`config.mk`:
```
export PLATFORM = sky130hd
export DESIGN_NAME = gsc_supply_control
export DESIGN_NICKNAME = d
export VERILOG_FILES = /design/src/design/gsc_supply_control.v
export VERILOG_INCLUDE_DIRS = /design/src /design/src/common
export SDC_FILE = /design/constraint.sdc
export NUM_CORES = 1
export LEC_CHECK = 0
export ABC_AREA = 1
export CELL_PAD_IN_SITES_DETAIL_PLACEMENT = 1
export CELL_PAD_IN_SITES_GLOBAL_PLACEMENT = 1
export CORE_MARGIN = 8
export CORE_UTILIZATION = 50
export DETAILED_ROUTE_END_ITERATION = 8
export DONT_BUFFER_PORTS = 1
export HOLD_SLACK_MARGIN = 0.1
export PLACE_DENSITY = 0.8
export SYNTH_ARGS = -nofsm -noshare
export SYNTH_HDL_FRONTEND = slang
export SYNTH_SLANG_ARGS = --single-unit
export TNS_END_PERCENT = 10
```
`constraint.sdc`:
```
create_clock -name pclk -period 3.5 [get_ports pclk]
set_input_delay 0.7 -clock pclk [delete_from_list [all_inputs] [get_ports pclk]]
set_output_delay 0.7 -clock pclk [all_outputs]
set_load 0.005 [all_outputs]
```
`src/common/gsc_regs.vh`:
```
// Register map, field layout, codes and reset values of the supply control block
`ifndef GSC_REGS_VH
`define GSC_REGS_VH

// APB byte offsets
`define GSC_CMD_OFS        8'h00
`define GSC_STAT_OFS       8'h04
`define GSC_SETPT_A_OFS    8'h08
`define GSC_SETPT_B_OFS    8'h0C
`define GSC_MASK_OFS       8'h10

// Command word fields
`define GSC_CMD_OP_MSB     3
`define GSC_CMD_OP_LSB     0
`define GSC_CMD_CH_BIT     4
`define GSC_CMD_VAL_MSB    19
`define GSC_CMD_VAL_LSB    8
`define GSC_SEL_KIND_MSB   11
`define GSC_SEL_KIND_LSB   10
`define GSC_SEL_LIM_MSB    9
`define GSC_SEL_LIM_LSB    0

// Command opcodes
`define GSC_OP_SELECT      4'h0
`define GSC_OP_DATA_V      4'h1
`define GSC_OP_DATA_A      4'h2
`define GSC_OP_OUT_ON      4'h3
`define GSC_OP_OUT_OFF     4'h4
`define GSC_OP_MASK_NONE   4'h5
`define GSC_OP_MASK_BRK    4'h6
`define GSC_OP_MASK_MODE   4'h7
`define GSC_OP_MASK_ALL    4'h8

// Supply kinds in a select command
`define GSC_KIND_VOLT      2'h1
`define GSC_KIND_CURR      2'h2

// Mask modes per channel
`define GSC_MASK_ALL_CAUSES 2'h0
`define GSC_MASK_BRK_ONLY   2'h1
`define GSC_MASK_MODE_ONLY  2'h2
`define GSC_MASK_NONE       2'h3
`define GSC_MASK_RST        2'h3

// Status byte codes
`define GSC_SB_SYNTAX      8'h61
`define GSC_SB_SETTING     8'h62
`define GSC_SB_BREAKER     8'h64
`define GSC_SB_TO_CC       8'h68
`define GSC_SB_TO_CV       8'h58

// Switch bank fields
`define GSC_SW_ADDR_MSB    4
`define GSC_SW_LONLY_BIT   5

`endif

```
`src/design/gsc_supply_control.v`:
```
// Command interpreter and service request logic for the bus-controlled supply adapter
`timescale 1ns/1ps
`include "gsc_regs.vh"

// Overview of operation
// - Bus address is switch bank positions one to five, binary, range 0 to 31.
// - Switch position six on selects listen-only mode.
// - Switch positions seven and eight are ignored.
// - Address and listen-only switches are sampled once after each reset release.
// - Local key press in remote mode returns supplies to local control.
// - A valid setting command puts the addressed supply into remote mode.
// - Each control port takes two interrupt inputs and drives one output on/off line.
// - An active supply interrupt asserts the service request line.
// - Controller serial-polls; the device answers with its status byte.
// - Status byte is 61h for syntax error, 62h for setting error.
// - Status byte is 64h breaker trip, 68h to constant current, 58h to constant voltage.
// - A supply selection outside the permitted set is rejected and raises a request.
// - Output data before the supply is selected raises a service request.
// - Group execute trigger while addressed switches on the outputs of the selected channels.
// - A command outside the defined format is a syntax error.
// - A setting above the selected supply's range is a setting error.
// - Current data to a voltage channel, or the reverse, is a setting error.
// - Output-on before any supply is selected is a setting error.
// - Four mask commands choose which supply causes may raise requests.
// - Addressed mode: breaker trip reinitialises then requests; others just request.
// - Listen-only: command errors only reinitialise; supply causes are ignored.
module gsc_supply_control #(
  parameter VAL_W = 12
) (
  // APB slave
  input  wire              pclk,
  input  wire              presetn,
  input  wire              psel,
  input  wire              penable,
  input  wire              pwrite,
  input  wire [7:0]        paddr,
  input  wire [31:0]       pwdata,
  output wire              pready,
  output wire              pslverr,
  output reg  [31:0]       prdata,
  // Rear switch bank and front key
  input  wire [7:0]        switch_bank,
  input  wire              local_return_key,
  // Bus interface function front end
  input  wire              bus_listen_addressed,
  input  wire              bus_trigger,
  input  wire              bus_serial_poll,
  output reg               bus_srq,
  output reg  [7:0]        bus_status_byte,
  output reg  [4:0]        bus_address,
  output reg               listen_only,
  // Supply control ports, index 0 is channel A, 1 is channel B
  input  wire [1:0]        supply_breaker_trip,
  input  wire [1:0]        supply_cc_mode,
  output reg  [1:0]        supply_output_on,
  output reg  [1:0]        supply_remote,
  output reg  [VAL_W-1:0]  setpoint_a,
  output reg  [VAL_W-1:0]  setpoint_b
);

  // Synchronisers for every pin input
  reg  [7:0]  sw_s1_reg;
  reg  [7:0]  sw_s2_reg;
  reg  [6:0]  pin_s1_reg;
  reg  [6:0]  pin_s2_reg;
  reg  [6:0]  pin_d_reg;
  reg         sw_taken_reg;

  // The switch synchroniser is not reset: it keeps sampling through reset, so the bank
  // is settled in the second stage when the one-time capture fires after release
  always @(posedge pclk) begin
    sw_s1_reg <= switch_bank;
    sw_s2_reg <= sw_s1_reg;
  end

  // Edges are taken behind the second stage so a metastable first stage never reaches logic
  always @(posedge pclk or negedge presetn) begin
    if (!presetn) begin
      pin_s1_reg <= 7'h00;
      pin_s2_reg <= 7'h00;
      pin_d_reg  <= 7'h00;
    end else begin
      pin_s1_reg <= {local_return_key, bus_listen_addressed, bus_trigger, bus_serial_poll,
                     supply_breaker_trip, supply_cc_mode[0]};
      pin_s2_reg <= pin_s1_reg;
      pin_d_reg  <= pin_s2_reg;
    end
  end

  // The cc inputs of both channels need their own bit; channel B rides a separate pair
  reg         ccb_s1_reg;
  reg         ccb_s2_reg;
  reg         ccb_d_reg;
  always @(posedge pclk or negedge presetn) begin
    if (!presetn) begin
      ccb_s1_reg <= 1'b0;
      ccb_s2_reg <= 1'b0;
      ccb_d_reg  <= 1'b0;
    end else begin
      ccb_s1_reg <= supply_cc_mode[1];
      ccb_s2_reg <= ccb_s1_reg;
      ccb_d_reg  <= ccb_s2_reg;
    end
  end

  wire       key_rise  = pin_s2_reg[6] & ~pin_d_reg[6];
  wire       addressed = pin_s2_reg[5];
  wire       trig_rise = pin_s2_reg[4] & ~pin_d_reg[4];
  wire       poll_rise = pin_s2_reg[3] & ~pin_d_reg[3];
  wire [1:0] brk_rise  = pin_s2_reg[2:1] & ~pin_d_reg[2:1];
  wire [1:0] cc_now    = {ccb_s2_reg, pin_s2_reg[0]};
  wire [1:0] cc_was    = {ccb_d_reg, pin_d_reg[0]};
  // A falling cc line means the supply went back to constant voltage
  wire [1:0] to_cc     = cc_now & ~cc_was;
  wire [1:0] to_cv     = ~cc_now & cc_was;

  // Switches are caught once, two edges after reset release so the synchroniser has settled
  reg         sw_wait_reg;
  always @(posedge pclk or negedge presetn) begin
    if (!presetn) begin
      sw_wait_reg  <= 1'b0;
      sw_taken_reg <= 1'b0;
      bus_address  <= 5'h00;
      listen_only  <= 1'b0;
    end else begin
      sw_wait_reg <= 1'b1;
      if (sw_wait_reg && !sw_taken_reg) begin
        sw_taken_reg <= 1'b1;
        bus_address  <= sw_s2_reg[`GSC_SW_ADDR_MSB:0];
        listen_only  <= sw_s2_reg[`GSC_SW_LONLY_BIT];
        // Positions seven and eight are never looked at
      end
    end
  end

  // APB decode; every access completes in its first access cycle
  wire        setup_phase = psel & ~penable;
  wire        access_wr   = psel & penable & pwrite;
  wire        addr_hit    = (paddr == `GSC_CMD_OFS) || (paddr == `GSC_STAT_OFS) ||
                            (paddr == `GSC_SETPT_A_OFS) || (paddr == `GSC_SETPT_B_OFS) ||
                            (paddr == `GSC_MASK_OFS);
  // No wait states: every readable value is a flop or a fixed decode
  assign pready  = 1'b1;
  assign pslverr = psel & penable & ~addr_hit;

  // Command word: op in the low nibble, channel in bit 4, value in bits 19 to 8
  wire              cmd_go  = access_wr && (paddr == `GSC_CMD_OFS);
  wire [3:0]        cmd_op  = pwdata[`GSC_CMD_OP_MSB:`GSC_CMD_OP_LSB];
  wire              cmd_ch  = pwdata[`GSC_CMD_CH_BIT];
  wire [VAL_W-1:0]  cmd_val = pwdata[`GSC_CMD_VAL_MSB:`GSC_CMD_VAL_LSB];
  // A select command carries the supply kind in the top two value bits and the limit below
  wire [1:0]        sel_kind  = cmd_val[`GSC_SEL_KIND_MSB:`GSC_SEL_KIND_LSB];
  wire [9:0]        sel_limit = cmd_val[`GSC_SEL_LIM_MSB:`GSC_SEL_LIM_LSB];

  // Per-channel configuration
  reg  [1:0]        selected_reg;
  reg  [1:0]        kind_a_reg;
  reg  [1:0]        kind_b_reg;
  reg  [9:0]        limit_a_reg;
  reg  [9:0]        limit_b_reg;
  reg  [1:0]        mask_a_reg;
  reg  [1:0]        mask_b_reg;

  wire [1:0]        ch_kind  = cmd_ch ? kind_b_reg : kind_a_reg;
  wire [9:0]        ch_limit = cmd_ch ? limit_b_reg : limit_a_reg;
  wire              ch_sel   = cmd_ch ? selected_reg[1] : selected_reg[0];
  // Limit is the top ten bits of the full data range; the low two bits are free
  wire              over     = cmd_val[VAL_W-1:2] > ch_limit;
  wire              is_data  = (cmd_op == `GSC_OP_DATA_V) || (cmd_op == `GSC_OP_DATA_A);
  wire [1:0]        want     = (cmd_op == `GSC_OP_DATA_V) ? `GSC_KIND_VOLT : `GSC_KIND_CURR;

  reg               err_syntax;
  reg               err_setting;
  always @* begin
    err_syntax  = 1'b0;
    err_setting = 1'b0;
    if (cmd_go) begin
      case (cmd_op)
        `GSC_OP_SELECT:
          err_setting = (sel_kind != `GSC_KIND_VOLT) && (sel_kind != `GSC_KIND_CURR);
        `GSC_OP_DATA_V, `GSC_OP_DATA_A:
          err_setting = !ch_sel || (ch_kind != want) || over;
        `GSC_OP_OUT_ON:
          err_setting = !ch_sel;
        `GSC_OP_OUT_OFF, `GSC_OP_MASK_NONE, `GSC_OP_MASK_BRK,
        `GSC_OP_MASK_MODE, `GSC_OP_MASK_ALL:
          err_setting = 1'b0;
        // Opcodes 9 to 15 are undefined
        default:
          err_syntax = 1'b1;
      endcase
    end
  end
  wire cmd_ok = cmd_go && !err_syntax && !err_setting;

  // Supply causes allowed through the per-channel mask
  // Code 0 blocks every cause and 3 passes all; reset is 3 so trips are reported before any mask is set
  function cause_ok;
    input [1:0] mode;
    input       brk;
    begin
      case (mode)
        `GSC_MASK_ALL_CAUSES: cause_ok = 1'b0;
        `GSC_MASK_BRK_ONLY:   cause_ok = brk;
        `GSC_MASK_MODE_ONLY:  cause_ok = !brk;
        default:              cause_ok = 1'b1;
      endcase
    end
  endfunction

  wire brk_a = brk_rise[0] && cause_ok(mask_a_reg, 1'b1);
  wire brk_b = brk_rise[1] && cause_ok(mask_b_reg, 1'b1);
  wire cc_a  = to_cc[0] && cause_ok(mask_a_reg, 1'b0);
  wire cc_b  = to_cc[1] && cause_ok(mask_b_reg, 1'b0);
  wire cv_a  = to_cv[0] && cause_ok(mask_a_reg, 1'b0);
  wire cv_b  = to_cv[1] && cause_ok(mask_b_reg, 1'b0);

  // Cause priority: command errors, then breaker, then mode changes
  reg  [7:0] cause_code;
  reg        cause_hit;
  always @* begin
    cause_hit  = 1'b1;
    cause_code = 8'h00;
    if (err_syntax)
      cause_code = `GSC_SB_SYNTAX;
    else if (err_setting)
      cause_code = `GSC_SB_SETTING;
    else if (!listen_only && (brk_a || brk_b))
      cause_code = `GSC_SB_BREAKER;
    else if (!listen_only && (cc_a || cc_b))
      cause_code = `GSC_SB_TO_CC;
    else if (!listen_only && (cv_a || cv_b))
      cause_code = `GSC_SB_TO_CV;
    else
      cause_hit = 1'b0;
  end

  // Reinitialise on breaker trip when addressed, and on command errors when listen-only
  wire reinit = listen_only ? (err_syntax || err_setting) :
                              (cause_code == `GSC_SB_BREAKER);
  // Listen-only mode never drives the request line
  wire raise  = cause_hit && !listen_only;
  // An accepted command write in the same cycle takes precedence over the trigger
  wire get_on = trig_rise && addressed && !listen_only;

  // Command execution and channel state
  always @(posedge pclk or negedge presetn) begin
    if (!presetn) begin
      selected_reg     <= 2'b00;
      kind_a_reg       <= 2'b00;
      kind_b_reg       <= 2'b00;
      limit_a_reg      <= 10'h000;
      limit_b_reg      <= 10'h000;
      mask_a_reg       <= `GSC_MASK_RST;
      mask_b_reg       <= `GSC_MASK_RST;
      supply_output_on <= 2'b00;
      supply_remote    <= 2'b00;
      setpoint_a       <= {VAL_W{1'b0}};
      setpoint_b       <= {VAL_W{1'b0}};
    end else if (reinit) begin
      // Masks, limits and a pending request survive, so the controller can still poll the cause
      selected_reg     <= 2'b00;
      supply_output_on <= 2'b00;
      supply_remote    <= 2'b00;
      setpoint_a       <= {VAL_W{1'b0}};
      setpoint_b       <= {VAL_W{1'b0}};
    end else begin
      if (cmd_ok) begin
        case (cmd_op)
          `GSC_OP_SELECT: begin
            selected_reg[cmd_ch] <= 1'b1;
            if (cmd_ch) begin
              kind_b_reg  <= sel_kind;
              limit_b_reg <= sel_limit;
            end else begin
              kind_a_reg  <= sel_kind;
              limit_a_reg <= sel_limit;
            end
          end
          `GSC_OP_DATA_V, `GSC_OP_DATA_A: begin
            supply_remote[cmd_ch] <= 1'b1;
            if (cmd_ch)
              setpoint_b <= cmd_val;
            else
              setpoint_a <= cmd_val;
          end
          `GSC_OP_OUT_ON:
            supply_output_on[cmd_ch] <= 1'b1;
          `GSC_OP_OUT_OFF:
            supply_output_on[cmd_ch] <= 1'b0;
          default: begin
            if (cmd_ch)
              mask_b_reg <= cmd_op[1:0] - 2'h1;
            else
              mask_a_reg <= cmd_op[1:0] - 2'h1;
          end
        endcase
      end else if (get_on) begin
        supply_output_on <= selected_reg;
      end
      // The key hands both channels back to their own panels
      if (key_rise)
        supply_remote <= 2'b00;
    end
  end

  // While a request waits, later causes are dropped; the controller polls the first one
  // Service request and held status byte; a new cause in the poll cycle wins
  always @(posedge pclk or negedge presetn) begin
    if (!presetn) begin
      bus_srq         <= 1'b0;
      bus_status_byte <= 8'h00;
    end else if (raise && (!bus_srq || poll_rise)) begin
      bus_srq         <= 1'b1;
      bus_status_byte <= cause_code;
    end else if (poll_rise && bus_srq) begin
      bus_srq <= 1'b0;
    end
  end

  // Registered read data, captured in the setup cycle
  // A register that changes in the setup cycle is read with its old value
  always @(posedge pclk or negedge presetn) begin
    if (!presetn) begin
      prdata <= 32'h00000000;
    end else if (setup_phase && !pwrite) begin
      case (paddr)
        `GSC_STAT_OFS:
          prdata <= {8'h00, supply_output_on, supply_remote, selected_reg, listen_only,
                     bus_srq, bus_address, 3'h0, bus_status_byte};
        `GSC_SETPT_A_OFS:
          prdata <= {{(32-VAL_W){1'b0}}, setpoint_a};
        `GSC_SETPT_B_OFS:
          prdata <= {{(32-VAL_W){1'b0}}, setpoint_b};
        `GSC_MASK_OFS:
          prdata <= {28'h0000000, mask_b_reg, mask_a_reg};
        default:
          prdata <= 32'h00000000;
      endcase
    end
  end

endmodule

```
==> impl_results.md <==
* Outcome: complete, no violations
* Port Buffers at 0
* FFs w/ async S/R, synth at 0.9098
* Chip width at 125.7 µm
* Slew margin rel. at 0.6001
* Row cnt at 40
* Post-route ant nets at 0
* Top-Level Pins at 138
* DIE HEIGHT at 125.7 µm
* Setup Viol. Count Final at 0
* Most common flop cell mapped by yosys: dfrtp_1
* Synth warn at 0
* Layout cells sized above 1 at 0.1040
* Worst-Skew Late Latency at 0.43 ns
* Total GRT Usage at 0.2301
* Multi-input logic area at 0.002283 mm²
* # diodes at 0
* Worst reg-to-reg path cell count at 18
* Yosys top cell by area: dfrtp_1
* Worst path buffer plus inverter count at 1
* CP Class: reg2reg
* Fill cells at 1384
* Drt drc at 0
* Max FO, Critical Path at 13
* CP Capture Type: flop
* Total Wirelength at 17.43 mm
* Setup_tns at 0 ns
* First-pass GRT wire length at 28.41 mm
* H-tree levels at 4
* Placer Congestion at 0.8318
* Max Fclk at 0.3378 GHz
* Die Area at 0.01579 mm²
* Initial Util at 0.5070
* Largest net degree at the start of global routing at 118
* Power per cell area at 655.9 mW/mm²
* Max reg flops at 24
* FF/Latch Area at 0.003273 mm²
* Vias in the first global route at 5196
* CTS tree: yes
* Synth top area cells: dfrtp_1 49%, nand2_1 14%, inv_1 4.8%
* Peak supply drop at 0.2420 mV
* Post-Syn Area at 0.006013 mm²
* Sequential-to-total area share from yosys stat at 0.5443
* Final Net Count at 783
* Via-to-Cell Ratio at 5.501
* # Post-CTS Setup Buffers at 0
* CP max stage cell: dfrtp_1
* Biggest regs: prdata (24), setpoint_a (12), setpoint_b (12)
* Final Skew at 0.007308 ns
* Worst path cell trace: mux2i_1 > ha_1 > nand2_1 > inv_1 > a21oi_1 > nand3_1 > nand2_1 > nand2_1 > nand2_1 > nand2_1 > nand2_2 > nand2_1 > nand2_1 > nand2_2 > nor2_2 > nand2_1 > nand2_1 > nand2_1
* Worst path depth at 18
* Largest Register: prdata
* Max-Cap Viols at 0
* Worst slew pin tran at 0.5998 ns
* Core Area at 0.01186 mm²
* Max incr delay on CP at 0.38 ns
* Post-synth EDFFs at 0
* Avg Cell Area, Syn at 8.590 µm²
* Wire per inst at 20.08 µm
* Family with the most delay on the worst path: simple AND/OR/NAND/NOR gates
* Syn-to-layout area delta at 13.65%
* Fin. Hold Viols at 0
* Pleak at 3.503 nW
* Unrepaired setup endpoints after global routing: false
* Crit path required time at 3.81 ns
* Distinct cells, synth at 42
* Routed vias at 4775
* Worst Path Arrival at 3.27 ns
* Antenna violations before repair at 0
* Number of DRC markers in iteration 0 at 314
* TritonCTS Sinks at 133
* Syn Inst Count at 700
* Period utilisation layout at 0.8459
* Overflow after GRT at 0
* Critical path startpoint category: flop
* DRT Pass-1 Iters at 4
* Final core occ at 0.5762
* Max-slew violations at 0
* Share of the synthesized area in the top cell type at 0.4869
* FF+latch count, synth at 133
* Final min period at 2.961 ns
* DP Wirelength at 11.92 mm
* Root Driver: clkbuf_16
* Crit path top cell by count: nand2_1
* HP Class: in2async
* CTS clock-pin slew for the worst setup and hold paths at 0.06 ns
* Clock Path Buffers at 2
* CTS buffer count at 17
==> per-layer routing <==
layer | vias up | share of wire | track usage
met3 | 29 | 0.087 | 0.08734
met2 | 142 | 0.49 | 0.3891
met5 | - | 0 | 0
met4 | 0 | 0.023 | 0.09527
li1 | 2226 | - | -
met1 | 2378 | 0.40 | 0.2560
==> what timing repair did <==
item,4_1_cts,5_1_grt
resized for setup,0,0
endpoints found under the setup margin,0,0
hold buffers,1,0
endpoints found under the hold margin,117,0
==> cells in the mapped netlist, types with 4 or more instances <==
library cell and count:
a211oi_1 4, a21oi_1 15, buf_2 11, buf_4 12
clkbuf_1 8, dfrtp_1 117, dfstp_2 4, dfxtp_1 12
ha_1 14, inv_1 77, mux2_2 5, mux2i_1 9
nand2_1 227, nand2_2 4, nand3_1 39, nand4_1 9
nor2_1 49, nor2_2 5, nor3_1 7, o21ai_0 24
o21ai_1 4, o31ai_1 13
==> area by class of cell <==
type / count / share of cell area
clock buffer: 21 / 0.07030
clock inverter: 11 / 0.02856
inverter: 80 / 0.04394
multi-input combinational: 463 / 0.3341
sequential: 133 / 0.4789
tap: 147 / 0.02691
timing repair buffer: 13 / 0.01721
==> metrics by stage <==
step / instance area, µm² / hold slack (ns) / power [mW] / setup WS (ns) / cells
floorplan: 6047 / 0.3096 / 2.256 / 0.1532 / 709
global placement: 6131 / 0.3131 / 2.413 / 0.3482 / 835
detailed placement: 6131 / 0.3139 / 2.444 / 0.2144 / 835
CTS: 6834 / 0.1028 / 4.510 / 0.5543 / 868
global route: 6834 / 0.1004 / 4.677 / 0.2135 / 868
finish: 6834 / 0.1167 / 4.482 / 0.5394 / 868
==> power by group <==
part / total [mW] / switching, mW / internal, mW
Clock: 2.02 / 0.680 / 1.34
Sequential: 2.01 / 0.263 / 1.75
Combinational: 0.446 / 0.300 / 0.146
==> cell usage in the layout (no fill, tap or decap), types with 7 or more instances in the layout <==
master       n
clkbuf_16   17
conb_1      11
ha_1        14
buf_4       12
nor2_1      49
a21oi_1     15
inv_1       77
nand3_1     39
nand2_1    227
dfxtp_1     12
o21ai_0     24
o31ai_1     13
nand4_1      9
mux2i_1      9
dfrtp_1    117
nor3_1       7
==> cell families after synthesis <==
group,after synthesis,share of synthesized area
adders and majority gates,14,0.02913
DFF,133,0.5443
other,2,0.001249
muxes,14,0.02434
buffers and inverters,113,0.08156
and+or+nand+nor,351,0.2451
AOI/OAI and AO/OA,73,0.07429
==> final timing paths <==
path	start	to	slack, ns
setup / recovery	limit_b_reg[9]$_DFFE_PN0P_	limit_b_reg[4]$_DFFE_PN0P_	0.54
hold / removal	presetn	mask_a_reg[1]$_DFFE_PN1P_	0.12
setup reg to reg	limit_b_reg[9]$_DFFE_PN0P_	limit_b_reg[4]$_DFFE_PN0P_	0.54
hold reg to reg	sw_s1_reg[3]$_DFF_P_	sw_s2_reg[3]$_DFF_P_	0.33
max in group asynchronous	presetn	selected_reg[1]$_DFFE_PN0P_	2.80
min in group pclk	switch_bank[1]	sw_s1_reg[1]$_DFF_P_	0.30
Note: power is estimated with default switching activity, not from simulation.
